**config.mk**
```make
export PLATFORM = sky130hd
export DESIGN_NAME = timer8
export DESIGN_NICKNAME = d
export VERILOG_FILES = /design/src/hdl/timer8_pkg.sv /design/src/hdl/timer8.sv
export VERILOG_INCLUDE_DIRS = /design/src /design/src/hdl
export SDC_FILE = /design/constraint.sdc
export NUM_CORES = 1
export LEC_CHECK = 0
export BUFFER_PORTS_ARGS = -buffer_cell sky130_fd_sc_hd__buf_4
export CAP_MARGIN = 20
export CORE_MARGIN = 2
export CORE_UTILIZATION = 41
export DETAILED_ROUTE_END_ITERATION = 6
export PLACE_DENSITY = 0.7
export SLEW_MARGIN = 15
export SYNTH_ARGS = -nofsm -noshare
export SYNTH_HDL_FRONTEND = slang
export SYNTH_SLANG_ARGS = --single-unit
```
**constraint.sdc**
```tcl
create_clock -name pclk -period 3.3 [get_ports pclk]
set_input_delay 0.165 -clock pclk [delete_from_list [all_inputs] [get_ports pclk]]
set_output_delay 0.165 -clock pclk [all_outputs]
set_load 0.005 [all_outputs]
```
**src/hdl/timer8_defs.svh**
```systemverilog
// Offsets, field positions, reset values and counts of the 8-bit timer.
// Assumes inclusion by bare name from the timer design file.
`ifndef TIMER8_DEFS_SVH
`define TIMER8_DEFS_SVH
// ==========================================================
// Register byte offsets
`define OFS_CONTROL_A 12'h000
`define OFS_CONTROL_B 12'h004
`define OFS_COUNTER 12'h008
`define OFS_COMPARE_A 12'h00C
`define OFS_COMPARE_B 12'h010
`define OFS_FLAGS 12'h014
`define OFS_MASK 12'h018
// ==========================================================
// Field positions
`define CA_COM_A_LSB 6
`define CA_COM_B_LSB 4
`define CA_WGM_LSB 0
`define CB_FORCE_A 7
`define CB_FORCE_B 6
`define CB_WGM2 3
`define CB_CS_LSB 0
`define FLAG_OVF 0
`define FLAG_MATCH_A 1
`define FLAG_MATCH_B 2
// ==========================================================
// Reset values and counter boundaries
`define RST_BYTE 8'h00
`define RST_WORD 32'h0000_0000
`define VALUE_BOTTOM 8'h00
`define VALUE_MAX 8'hFF
// ==========================================================
// Prescaler tap widths: divisions of 8, 64, 256 and 1024
`define DIV8_BITS 3
`define DIV64_BITS 6
`define DIV256_BITS 8
`define DIV1024_BITS 10
// ==========================================================
// Clock select and waveform mode codes
`define CS_STOP 3'h0
`define CS_DIRECT 3'h1
`define CS_DIV8 3'h2
`define CS_DIV64 3'h3
`define CS_DIV256 3'h4
`define CS_DIV1024 3'h5
`define CS_PIN_FALL 3'h6
`define CS_PIN_RISE 3'h7
`define WGM_NORMAL 3'h0
`define WGM_PHASE_MAX 3'h1
`define WGM_CTC 3'h2
`define WGM_FAST_MAX 3'h3
`define WGM_PHASE_A 3'h5
`define WGM_FAST_A 3'h7
`define COM_TOGGLE 2'h1
`define COM_CLEAR 2'h2
`define COM_SET 2'h3
`endif

```
**src/hdl/timer8_pkg.sv**
```systemverilog
// Types shared by the 8-bit timer.
// Assumes the constants header is compiled alongside.
`default_nettype none
package timer8_pkg;
  // ==========================================================
  // Counting direction, one-hot
  typedef enum logic [1:0] {
    DIR_UP = 2'b01,
    DIR_DOWN = 2'b10
  } dir_t;
  // ==========================================================
  // Decoded configuration
  typedef struct packed {
    logic [1:0] com_a;
    logic [1:0] com_b;
    logic [2:0] wgm;
    logic [2:0] cs;
  } timer_cfg_t;
  // ==========================================================
  // Flag and mask layout
  typedef struct packed {
    logic match_b;
    logic match_a;
    logic overflow;
  } irq_bits_t;
endpackage
`default_nettype wire

```
**src/hdl/timer8.sv**
```systemverilog
// 8-bit timer/counter with two compare channels, APB register slave.
// Assumes pins synchronous to pclk and an APB master on the bus side.
`include "timer8_defs.svh"
`default_nettype none
module timer8 import timer8_pkg::*; #(
  parameter int ADDR_WIDTH = 12,
  parameter int PRESCALE_WIDTH = `DIV1024_BITS
) (
  input wire logic pclk,
  input wire logic presetn,
  input wire logic psel,
  input wire logic penable,
  input wire logic pwrite,
  input wire logic [ADDR_WIDTH-1:0] paddr,
  input wire logic [31:0] pwdata,
  output logic [31:0] prdata,
  output logic pready,
  output logic pslverr,
  input wire logic external_count_pin,
  input wire logic power_reduce_bit,
  input wire logic [2:0] irq_ack,
  output logic [2:0] irq_request,
  output logic compare_output_a,
  output logic compare_output_b
);
  // ==========================================================
  // Bus decode
  logic [7:0] control_reg_a;
  logic [3:0] control_reg_b;
  logic [7:0] counter_value;
  logic [7:0] irq_flag_reg;
  logic [7:0] irq_mask_reg;
  logic [7:0] cmp_active [0:1];
  logic [7:0] cmp_buffer [0:1];
  logic [7:0] read_mux;
  timer_cfg_t cfg;
  dir_t dir;
  dir_t next_dir;
  logic [7:0] next_counter;
  logic block;
  logic [PRESCALE_WIDTH-1:0] prescale;
  logic pin_sample;
  logic pin_prev;
  logic [1:0] oc;
  wire [11:0] addr = 12'(paddr);
  wire access = psel & penable;
  wire wr = access & pwrite;
  wire sel_ctrl_a = addr == `OFS_CONTROL_A;
  wire sel_ctrl_b = addr == `OFS_CONTROL_B;
  wire sel_counter = addr == `OFS_COUNTER;
  wire sel_cmp_a = addr == `OFS_COMPARE_A;
  wire sel_cmp_b = addr == `OFS_COMPARE_B;
  wire sel_flags = addr == `OFS_FLAGS;
  wire sel_mask = addr == `OFS_MASK;
  wire addr_hit = sel_ctrl_a | sel_ctrl_b | sel_counter | sel_cmp_a | sel_cmp_b
                  | sel_flags | sel_mask;
  wire wr_counter = wr & sel_counter;
  wire wr_flags = wr & sel_flags;
  wire [1:0] wr_cmp = {wr & sel_cmp_b, wr & sel_cmp_a};
  wire [7:0] wdata = pwdata[7:0];
  // ==========================================================
  // Mode decode
  assign cfg.com_a = control_reg_a[`CA_COM_A_LSB +: 2];
  assign cfg.com_b = control_reg_a[`CA_COM_B_LSB +: 2];
  assign cfg.wgm = {control_reg_b[`CB_WGM2], control_reg_a[`CA_WGM_LSB +: 2]};
  assign cfg.cs = control_reg_b[`CB_CS_LSB +: 3];
  wire is_pwm = cfg.wgm[0];
  wire is_phase = cfg.wgm == `WGM_PHASE_MAX || cfg.wgm == `WGM_PHASE_A;
  wire is_fast = cfg.wgm == `WGM_FAST_MAX || cfg.wgm == `WGM_FAST_A;
  wire is_ctc = cfg.wgm == `WGM_CTC;
  wire top_is_a = cfg.wgm == `WGM_PHASE_A || cfg.wgm == `WGM_FAST_A;
  wire [7:0] top_value = top_is_a ? cmp_active[0] : `VALUE_MAX;
  wire at_top = counter_value == top_value;
  wire at_bottom = counter_value == `VALUE_BOTTOM;
  wire at_max = counter_value == `VALUE_MAX;
  // ==========================================================
  // Tick generation
  wire tap_8 = &prescale[`DIV8_BITS-1:0];
  wire tap_64 = &prescale[`DIV64_BITS-1:0];
  wire tap_256 = &prescale[`DIV256_BITS-1:0];
  wire tap_1024 = &prescale[`DIV1024_BITS-1:0];
  wire pin_rise = pin_sample & ~pin_prev;
  wire pin_fall = ~pin_sample & pin_prev;
  wire raw_tick = cfg.cs == `CS_DIRECT ? 1'b1 :
                  cfg.cs == `CS_DIV8 ? tap_8 :
                  cfg.cs == `CS_DIV64 ? tap_64 :
                  cfg.cs == `CS_DIV256 ? tap_256 :
                  cfg.cs == `CS_DIV1024 ? tap_1024 :
                  cfg.cs == `CS_PIN_FALL ? pin_fall :
                  cfg.cs == `CS_PIN_RISE ? pin_rise : 1'b0;
  wire timer_tick = raw_tick & ~power_reduce_bit;
  // ==========================================================
  // Compare channels
  logic [1:0] match;
  logic [1:0] hit;
  logic [1:0] force_now;
  logic [1:0] com_sel [0:1];
  assign com_sel[0] = cfg.com_a;
  assign com_sel[1] = cfg.com_b;
  assign force_now[0] = wr & sel_ctrl_b & pwdata[`CB_FORCE_A] & ~is_pwm;
  assign force_now[1] = wr & sel_ctrl_b & pwdata[`CB_FORCE_B] & ~is_pwm;
  wire update_evt = timer_tick & at_top & is_pwm;
  genvar n;
  generate
    for (n = 0; n < 2; n++) begin : g_chan
      logic next_oc;
      assign match[n] = counter_value == cmp_active[n];
      assign hit[n] = timer_tick & match[n] & ~block & ~wr_counter;
      always_comb begin
        next_oc = oc[n];
        if (!is_pwm) begin
          if (hit[n] || force_now[n]) begin
            case (com_sel[n])
              `COM_TOGGLE: next_oc = ~oc[n];
              `COM_CLEAR: next_oc = 1'b0;
              `COM_SET: next_oc = 1'b1;
              default: next_oc = oc[n];
            endcase
          end
        end else if (com_sel[n][1]) begin
          if (is_fast && timer_tick && at_top) begin
            next_oc = ~com_sel[n][0];
          end else if (is_fast && hit[n]) begin
            next_oc = com_sel[n][0];
          end else if (is_phase && hit[n]) begin
            next_oc = (dir == DIR_UP) ? com_sel[n][0] : ~com_sel[n][0];
          end
        end
      end
      always_ff @(posedge pclk or negedge presetn) begin
        if (!presetn) begin
          cmp_active[n] <= `RST_BYTE;
          cmp_buffer[n] <= `RST_BYTE;
          oc[n] <= 1'b0;
        end else begin
          oc[n] <= next_oc;
          if (wr_cmp[n]) begin
            cmp_buffer[n] <= wdata;
          end
          if (wr_cmp[n] && !is_pwm) begin
            cmp_active[n] <= wdata;
          end else if (update_evt) begin
            cmp_active[n] <= cmp_buffer[n];
          end
        end
      end
    end
  endgenerate
  assign compare_output_a = oc[0];
  assign compare_output_b = oc[1];
  // ==========================================================
  // Counter unit
  always_comb begin
    next_counter = counter_value;
    next_dir = dir;
    if (wr_counter) begin
      next_counter = wdata;
    end else if (timer_tick) begin
      if (is_phase) begin
        case (dir)
          DIR_UP: begin
            next_counter = at_top ? counter_value - 8'h01 : counter_value + 8'h01;
            next_dir = at_top ? DIR_DOWN : DIR_UP;
          end
          DIR_DOWN: begin
            next_counter = at_bottom ? counter_value + 8'h01 : counter_value - 8'h01;
            next_dir = at_bottom ? DIR_UP : DIR_DOWN;
          end
          default: next_dir = DIR_UP;
        endcase
      end else if (is_fast) begin
        next_counter = at_top ? `VALUE_BOTTOM : counter_value + 8'h01;
        next_dir = DIR_UP;
      end else if (is_ctc && match[0] && !block) begin
        next_counter = `VALUE_BOTTOM;
      end else begin
        next_counter = counter_value + 8'h01;
      end
    end
    if (!is_phase) begin
      next_dir = DIR_UP;
    end
  end
  wire ovf_evt = timer_tick & ~wr_counter &
                 (is_phase ? at_bottom : is_fast ? at_top : at_max);
  // ==========================================================
  // Flags and requests
  wire [2:0] flag_set = {hit[1], hit[0], ovf_evt};
  wire [2:0] flag_clr = (wr_flags ? pwdata[2:0] : 3'h0) | irq_ack;
  wire [2:0] next_flags = (irq_flag_reg[2:0] & ~flag_clr) | flag_set;
  assign irq_request = irq_flag_reg[2:0] & irq_mask_reg[2:0];
  // ==========================================================
  // Registers
  always_ff @(posedge pclk or negedge presetn) begin
    if (!presetn) begin
      counter_value <= `RST_BYTE;
      dir <= DIR_UP;
      block <= 1'b0;
      prescale <= '0;
      pin_sample <= 1'b0;
      pin_prev <= 1'b0;
      irq_flag_reg <= `RST_BYTE;
    end else begin
      counter_value <= next_counter;
      dir <= next_dir;
      block <= wr_counter | (block & ~timer_tick);
      prescale <= prescale + PRESCALE_WIDTH'(1);
      pin_sample <= external_count_pin;
      pin_prev <= pin_sample;
      irq_flag_reg <= {5'h00, next_flags};
    end
  end
  always_ff @(posedge pclk or negedge presetn) begin
    if (!presetn) begin
      control_reg_a <= `RST_BYTE;
      control_reg_b <= 4'h0;
      irq_mask_reg <= `RST_BYTE;
    end else if (wr) begin
      if (sel_ctrl_a) control_reg_a <= wdata;
      if (sel_ctrl_b) control_reg_b <= wdata[3:0];
      if (sel_mask) irq_mask_reg <= {5'h00, wdata[2:0]};
    end
  end
  // ==========================================================
  // Read path
  assign read_mux = sel_ctrl_a ? control_reg_a :
                    sel_ctrl_b ? {4'h0, control_reg_b} :
                    sel_counter ? counter_value :
                    sel_cmp_a ? (is_pwm ? cmp_buffer[0] : cmp_active[0]) :
                    sel_cmp_b ? (is_pwm ? cmp_buffer[1] : cmp_active[1]) :
                    sel_flags ? irq_flag_reg :
                    sel_mask ? irq_mask_reg : `RST_BYTE;
  always_ff @(posedge pclk or negedge presetn) begin
    if (!presetn) begin
      prdata <= `RST_WORD;
    end else if (psel && !penable && !pwrite) begin
      prdata <= {24'h00_0000, read_mux};
    end
  end
  assign pready = 1'b1;
  assign pslverr = access & ~addr_hit;
  // ==========================================================
  // Checks
  a_stop_holds: assert property (@(posedge pclk) disable iff (!presetn)
    (cfg.cs == `CS_STOP && !wr_counter) |=> $stable(counter_value))
    else $error("counter moved while stopped");
  a_write_wins: assert property (@(posedge pclk) disable iff (!presetn)
    wr_counter |=> counter_value == $past(pwdata[7:0]))
    else $error("counter write lost");
  a_normal_wrap: assert property (@(posedge pclk) disable iff (!presetn)
    (cfg.wgm == `WGM_NORMAL && timer_tick && at_max && !wr_counter)
      |=> counter_value == 8'h00 && irq_flag_reg[`FLAG_OVF])
    else $error("normal mode wrap wrong");
  a_ctc_clear: assert property (@(posedge pclk) disable iff (!presetn)
    (is_ctc && timer_tick && match[0] && !block && !wr_counter)
      |=> counter_value == 8'h00)
    else $error("ctc clear missing");
  a_match_flag: assert property (@(posedge pclk) disable iff (!presetn)
    (timer_tick && match[0] && !block && !wr_counter) |=> irq_flag_reg[`FLAG_MATCH_A])
    else $error("match flag not set");
  a_match_b_flag: assert property (@(posedge pclk) disable iff (!presetn)
    (timer_tick && match[1] && !block && !wr_counter) |=> irq_flag_reg[`FLAG_MATCH_B])
    else $error("match b flag not set");
  a_block_match: assert property (@(posedge pclk) disable iff (!presetn)
    (block && timer_tick && !irq_flag_reg[`FLAG_MATCH_B])
      |=> !irq_flag_reg[`FLAG_MATCH_B])
    else $error("blocked match set flag");
  a_flag_clear: assert property (@(posedge pclk) disable iff (!presetn)
    (irq_ack[0] && !ovf_evt) |=> !irq_flag_reg[`FLAG_OVF])
    else $error("serviced flag not cleared");
  a_buffer_sync: assert property (@(posedge pclk) disable iff (!presetn)
    (is_pwm && !update_evt) |=> $stable(cmp_active[0]) && $stable(cmp_active[1]))
    else $error("active compare changed off top");
  a_force_noflag: assert property (@(posedge pclk) disable iff (!presetn)
    (force_now[0] && !hit[0] && !wr_flags && !irq_ack[1])
      |=> $stable(irq_flag_reg[`FLAG_MATCH_A]))
    else $error("force changed flag");
  a_request_rise: assert property (@(posedge pclk) disable iff (!presetn)
    (ovf_evt && irq_mask_reg[`FLAG_OVF] && !(wr && sel_mask))
      |=> irq_request[`FLAG_OVF])
    else $error("overflow request missing");
  // ==========================================================
  // Waveform, tick and buffering checks
  a_force_output: assert property (@(posedge pclk) disable iff (!presetn)
    (force_now[1] && cfg.com_b == `COM_SET) |=> compare_output_b)
    else $error("forced set missing");
  a_phase_bottom: assert property (@(posedge pclk) disable iff (!presetn)
    (is_phase && timer_tick && at_bottom && !wr_counter) |=> irq_flag_reg[`FLAG_OVF])
    else $error("phase overflow missing");
  a_phase_turn: assert property (@(posedge pclk) disable iff (!presetn)
    (is_phase && timer_tick && at_top && dir == DIR_UP && !wr_counter)
      |=> dir == DIR_DOWN)
    else $error("phase turn missing");
  a_fast_wrap: assert property (@(posedge pclk) disable iff (!presetn)
    (is_fast && timer_tick && at_top && !wr_counter) |=> counter_value == 8'h00)
    else $error("fast wrap missing");
  a_power_hold: assert property (@(posedge pclk) disable iff (!presetn)
    (power_reduce_bit && !wr_counter) |=> $stable(counter_value))
    else $error("counter moved while powered down");
  a_pin_count: assert property (@(posedge pclk) disable iff (!presetn)
    (cfg.cs == `CS_PIN_RISE && pin_sample && !pin_prev && !power_reduce_bit
      && cfg.wgm == `WGM_NORMAL && !wr_counter)
      |=> counter_value == $past(counter_value) + 8'h01)
    else $error("pin edge not counted");
  a_direct_write: assert property (@(posedge pclk) disable iff (!presetn)
    (wr_cmp[0] && !is_pwm) |=> cmp_active[0] == $past(pwdata[7:0]))
    else $error("direct compare write lost");
  c_ctc_wrap: cover property (@(posedge pclk) disable iff (!presetn)
    is_ctc && timer_tick && match[0] ##1 counter_value == 8'h00);
  c_phase_turn: cover property (@(posedge pclk) disable iff (!presetn)
    dir == DIR_UP ##1 dir == DIR_DOWN);
  c_force: cover property (@(posedge pclk) disable iff (!presetn) force_now[0]);
  c_overflow: cover property (@(posedge pclk) disable iff (!presetn) ovf_evt);
  c_buffer_update: cover property (@(posedge pclk) disable iff (!presetn) update_evt);
endmodule
`default_nettype wire

```
==> flow_metrics.py, run 1 <==
metrics = {
    "grt": {
        "met2_usage": 0.330,
        "gr-total-overflow": 0,
        "grt_max_degree": 84,
        "grt_pass1_wl_mm": 21.3,
        "met1_usage": 0.293,
        "grt_usage": 0.208,
        "grt.busiest_layer": "met2",
        "grt_util_met3": 0.0328,
        "grt_pass1_vias": 3977,
        "antenna_found_initial": 0,
    },
    "setup_path": {
        "critPathKind": "flop to flop",
        "regToRegSetupSlack_ns": 0.31,
        "path_cells": "ha_1, nand3_1, a211o_1, a311o_1, or3_1, a21o_1, a211oi_1, a21oi_1, o21ai_2",
        "crit_fanout": 6,
        "slowest_delay_ns": 0.50,
        "worstPathBufferInverterCount": 0,
        "worst_r2r_path_depth": 9,
        "crit_family": "compound AO/OA/AOI/OAI gates",
        "worstSetupEndpointType": "flop",
        "critPathLaunch": "prescale[0]",
        "r2r-start": "prescale[0]",
        "reg2reg_to": "counter_value[5]",
        "cp-start-kind": "flop",
        "arrival_ns": 3.25,
        "worstPathRequired_ns": 3.57,
        "cp_slowest_cell": "a211oi_1",
    },
    "clock_network": {
        "clkSlewWorstSetupHoldPaths_ns": 0.07,
        "postCtsHoldBufs": 1,
        "worstSkewPairLatency_ns": 0.34,
        "htreeDepth": 3,
        "clockBufferDepth": 2,
        "numCtsBuffers": 9,
        "cts.root.buffer_cell": "clkbuf_16",
        "clock-sinks": 83,
        "postCtsSetupBuffers": 0,
        "cts_tree": "built",
        "post_cts_resized": 0,
    },
    "timing": {
        "slew_violations": 0,
        "worst_pin_slew_ns": 0.705,
        "period_needed_ns": 2.99,
        "setup_violations": 0,
        "finalSetupTns_ns": 0,
        "fin_skew_ns": 0.00961,
        "worst_slack_ns": 0.313,
        "rsz0062_at_grt": "no",
        "hold_violations": 0,
        "max_freq_mhz": 335,
        "slew_headroom": 0.526,
        "finalCritPeriodShare": 0.905,
    },
    "cells_and_area": {
        "nets": 640,
        "filler_cell_count": 1108,
        "layout-area-overhead-vs-synth_pct": 15.0,
        "top_regs": "cmp_active (16), cmp_buffer (16), prescale (10)",
        "n_antenna_cell": 0,
        "drive_gt1_frac": 0.190,
        "final_util": 0.480,
        "final_area_um2": 5720,
    },
    "floorplan": {
        "die-area_um2": 13000,
        "die_h_um": 114,
        "die_w_um": 114,
        "start_util": 0.418,
        "rows": 40,
        "boundaryPins": 93,
        "core-area_um2": 11900,
    },
    "routing": {
        "ant_nets": 0,
        "dr.pass1.iters": 5,
        "avgRoutedWirePerCell_um": 18.1,
        "routed_wl_mm": 13.2,
        "dr.first_iter.drc_count": 443,
        "drc": 0,
        "viasPerCell": 6.03,
        "num_vias": 4407,
    },
    "hold_path": {
        "min_from": "irq_ack[1]",
        "holdPathEnd": "irq_flag_reg[1]",
        "hold_class": "input port to flop",
        "min_path_cells": 3,
    },
    "yosys": {
        "syn_area_um2": 4970,
        "synth_cell_types": 55,
        "synth_edf_count": 0,
        "synthCells": 536,
        "ys_ff_latch": 83,
        "synth_async_sr_flop_share": 1.00,
        "synth.yosys.seq_area_share": 0.418,
        "synth-main-ff-cell": "dfrtp_1",
        "syn_area_per_cell_um2": 9.28,
        "yosys_warnings": 0,
    },
    "placed_design": {
        "gp_congestion": 0.910,
        "place_area_um2": 5380,
        "preCtsSetupSlack_ns": 0.336,
        "portBuffers": 43,
        "place_hpwl_mm": 9.33,
    },
    "outcome": {
        "status": "finished clean",
    },
    "power_and_ir_drop": {
        "p_leak_nw": 2.58,
        "totalPowerFinal_w": 0.00252,
        "p_per_area_nw_per_um2": 441,
        "peakVddDrop_mv": 0.374,
    },
    "job": {
        "cap_violations": 0,
    },
}
[how the worst max path moves through the flow]
| stage | to | depth (start not counted) |
|---|---|---|
| 2_1_floorplan | counter_value[3] | 10 |
| 3_3_place_gp | counter_value[5] | 9 |
| 3_5_place_dp | counter_value[5] | 9 |
| 4_1_cts | counter_value[5] | 9 |
| 5_1_grt | counter_value[3] | 9 |
| 6_report | counter_value[5] | 9 |
[power by group]
group / total (W) / internal (W) / switching [W]
logic: 0.000382 / 0.000152 / 0.000230
registers: 0.00112 / 0.00105 / 0.0000709
clock network: 0.00102 / 0.000592 / 0.000426
total: 0.00252 / 0.00180 / 0.000727
[per-stage QoR]
| stage | hold slack, ns | cells |
|---|---|---|
| 3_5_place_dp | 0.276 | 712 |
| 6_report | 0.0622 | 731 |
| 4_1_cts | 0.0602 | 729 |
| 2_1_floorplan | -0.131 | 559 |
| 3_3_place_gp | 0.276 | 712 |
| 5_1_grt | 0.111 | 731 |
[worst min-delay path, stage by stage]
cell and delay (ns):
buf_4 0.07, nand3b_1 0.08, nand2_1 0.04
[placed cells by master (no fill, tap or decap), drive strengths merged, types with 6 or more instances in the layout]
cell type and count:
a21oi 12, a221oi 6, a22oi 16, buf 57
clkbuf 11, conb 25, dfrtp 82, ha 7
inv 28, mux2 32, mux2i 23, nand2 70
nand3 22, nand4 8, nor2 20, nor3 11
nor4 11, o21ai 37, o22ai 11, xnor2 11
xor2 6
[cells in the mapped netlist, drive strengths merged (6+ instances only)]
| cell type | number | area (µm²) |
|---|---|---|
| o21ai | 37 | 193 |
| mux2i | 23 | 230 |
| a221oi | 6 | 52.6 |
| buf | 32 | 218 |
| dfrtp | 82 | 2050 |
| clkbuf | 18 | 67.6 |
| o22ai | 11 | 68.8 |
| nand4 | 8 | 56.3 |
| ha | 7 | 87.6 |
| xnor2 | 11 | 96.3 |
| a22oi | 16 | 120 |
| a21oi | 12 | 60.1 |
| mux2 | 32 | 360 |
| nor4 | 11 | 68.8 |
| nand2 | 70 | 263 |
| nor2 | 20 | 75.1 |
| xor2 | 6 | 52.6 |
| nand3 | 22 | 110 |
| inv | 27 | 101 |
| nor3 | 11 | 55.1 |
[routing by layer]
layer | part of all wire | wire length, µm | vias to the layer above
met1 | 0.43 | 5680 | 2123
met2 | 0.46 | 6080 | 255
met4 | 0.029 | 380 | 0
met5 | 0 | 0 | -
met3 | 0.082 | 1090 | 40
li1 | - | - | 1989
[cell type report]
cell class | count | area (µm²) | area share
Multi-Input combinational cell | 399 | 2600 | 0.454
Sequential cell | 83 | 2080 | 0.363
Timing Repair Buffer | 59 | 468 | 0.0818
Clock buffer | 11 | 233 | 0.0407
Tap cell | 147 | 184 | 0.0321
Inverter | 27 | 101 | 0.0177
Clock inverter | 5 | 62.6 | 0.0109
[logic make-up after synthesis]
group / synth area share
simple gates: 0.173
compound gates: 0.164
flops: 0.418
buf+inv: 0.0777
mux: 0.119
xor+xnor: 0.0299
fa+ha+maj: 0.0176
other cells: 0.00151
Power figures use the tool's default switching activity.
==> run 2, diff against run 1 <==
--- a/config.mk
+++ b/config.mk
@@ -9,9 +9,9 @@
 export BUFFER_PORTS_ARGS = -buffer_cell sky130_fd_sc_hd__buf_4
 export CAP_MARGIN = 20
 export CORE_MARGIN = 2
-export CORE_UTILIZATION = 41
+export CORE_UTILIZATION = 56
 export DETAILED_ROUTE_END_ITERATION = 6
-export PLACE_DENSITY = 0.7
+export PLACE_DENSITY = 0.88
 export SLEW_MARGIN = 15
 export SYNTH_ARGS = -nofsm -noshare
 export SYNTH_HDL_FRONTEND = slang
==> flow_metrics.py, run 2 (synthesis results as in run 1) <==
metrics = {
    "timing": {
        "setup_violations": 0,
        "slew_headroom": 0.483,
        "slew_violations": 0,
        "finalSetupTns_ns": 0,
        "max_freq_mhz": 333,
        "finalCritPeriodShare": 0.911,
        "fin_skew_ns": 0.0129,
        "period_needed_ns": 3.01,
        "rsz0062_at_grt": "no",
        "hold_violations": 0,
        "worst_pin_slew_ns": 0.770,
    },
    "setup_path": {
        "path_cells": "ha_1, nand3_1, a211o_1, a311o_1, or3_1, a21o_1, a211oi_1, a21oi_1, o21ai_2",
        "slowest_delay_ns": 0.55,
        "worstPathBufferInverterCount": 0,
        "cp_slowest_cell": "a211oi_1",
        "worstPathRequired_ns": 3.59,
        "critPathKind": "flop to flop",
        "arrival_ns": 3.29,
        "worstSetupEndpointType": "flop",
        "crit_family": "compound AO/OA/AOI/OAI gates",
        "crit_fanout": 6,
        "cp-start-kind": "flop",
    },
    "cells_and_area": {
        "final_util": 0.643,
        "multi_input_area_um2": 2600,
        "regArea_um2": 2080,
        "n_antenna_cell": 0,
        "layout-area-overhead-vs-synth_pct": 12.2,
        "filler_cell_count": 698,
        "top_regs": "cmp_active (16), cmp_buffer (16), prescale (10)",
        "final_common_cell": "dfrtp_1",
        "nets": 641,
        "drive_gt1_frac": 0.193,
        "layout_common_cells": "dfrtp_1 (82), nand2_1 (70), buf_4 (57)",
    },
    "floorplan": {
        "die_w_um": 98.3,
        "boundaryPins": 93,
        "die_h_um": 98.3,
        "rows": 34,
        "die-area_um2": 9650,
        "core-area_um2": 8680,
        "start_util": 0.573,
    },
    "routing": {
        "avgRoutedWirePerCell_um": 18.9,
        "num_vias": 4391,
        "ant_nets": 0,
        "routed_wl_mm": 13.1,
        "viasPerCell": 6.34,
        "drc": 0,
        "dr.pass1.iters": 5,
        "dr.first_iter.drc_count": 378,
    },
    "grt": {
        "grt_pass1_wl_mm": 20.8,
        "antenna_found_initial": 0,
        "grt_max_degree": 84,
        "grt_pass1_vias": 4159,
        "gr-total-overflow": 0,
        "grt_usage": 0.272,
    },
    "power_and_ir_drop": {
        "p_leak_nw": 2.54,
        "peakVddDrop_mv": 0.268,
        "p_per_area_nw_per_um2": 407,
    },
    "clock_network": {
        "clockBufferDepth": 2,
        "numCtsBuffers": 9,
        "cts.root.buffer_cell": "clkbuf_8",
        "clock-sinks": 83,
        "clkSlewWorstSetupHoldPaths_ns": 0.09,
        "htreeDepth": 3,
        "cts_tree": "built",
        "worstSkewPairLatency_ns": 0.36,
    },
    "placed_design": {
        "portBuffers": 43,
        "gp_congestion": 0.916,
        "place_hpwl_mm": 9.23,
    },
    "hold_path": {
        "hold_class": "input port to flop",
    },
    "outcome": {
        "status": "finished clean",
    },
    "job": {
        "cap_violations": 0,
    },
}
run 2: cell count changes in the layout (fill, tap and decap cells not counted), sizes merged:
| cell | delta |
|---|---|
| clkinv | +1 |
| buf | +1 |
| inv | -1 |
run 2: worst reg2reg max path, cell delays in order (launching register included):
cell and delay, ns:
dfrtp_1 0.38, ha_1 0.22, nand3_1 0.11, a211o_1 0.28, a311o_1 0.38, or3_1 0.48
a21o_1 0.24, a211oi_1 0.55, a21oi_1 0.16, o21ai_2 0.15
run 2: power breakdown:
group          internal [W]  switching [W]  total [W]
combinational      0.000163       0.000243   0.000406
clock              0.000373       0.000385   0.000758
sequential          0.00105      0.0000575    0.00111
total               0.00159       0.000685    0.00227
run 2: stage by stage:
step | setup slack (ns) | total power [W] | cell area [µm²] | hold WS [ns] | instances
floorplan | 0.679 | 0.00136 | 5060 | -0.131 | 559
global placement | 0.383 | 0.00150 | 5340 | 0.276 | 674
detailed placement | 0.369 | 0.00152 | 5340 | 0.276 | 674
CTS | 0.341 | 0.00227 | 5550 | 0.0201 | 691
global route | 0.117 | 0.00236 | 5580 | 0.0718 | 693
finish | 0.293 | 0.00227 | 5580 | 0.0786 | 693
run 2: final timing paths:
| kind | startpoint | endpoint | slack (ns) | cells past startpoint |
|---|---|---|---|---|
| hold / removal | pwdata[6] | cmp_buffer[14] | 0.08 | 3 |
| min in group asynchronous | presetn | cmp_active[0] | 0.30 | 2 |
| setup / recovery | prescale[0] | counter_value[3] | 0.29 | 9 |
| max in group asynchronous | presetn | dir[0] | 2.32 | 3 |
| hold reg to reg | pin_sample | pin_prev | 0.43 | 0 |
| setup reg to reg | prescale[0] | counter_value[3] | 0.29 | 9 |
run 2: cell type report:
| cell class | count | area share |
|---|---|---|
| multi-input combinational | 399 | 0.465 |
| clock inverter | 5 | 0.0112 |
| clock buffer | 11 | 0.0253 |
| inverter | 27 | 0.0182 |
| timing repair buffer | 60 | 0.0838 |
| tap | 108 | 0.0242 |
| sequential | 83 | 0.372 |
run 2: routing by layer:
layer  track usage  wire, µm  vias up
met5             0         0        -
met4        0.0843       324        0
met3        0.0422      1040       31
met2         0.460      6340      246
met1         0.364      5390     2133
li1              -         -     1981
run 2: timing repair:
| action | in CTS | in global routing |
|---|---|---|
| endpoints found under the hold margin | 1 | 36 |
| buffers inserted | 0 | 0 |
| hold buffers | 1 | 1 |
| gates resized for setup | 0 | 0 |
| setup endpoints to repair | 0 | 0 |
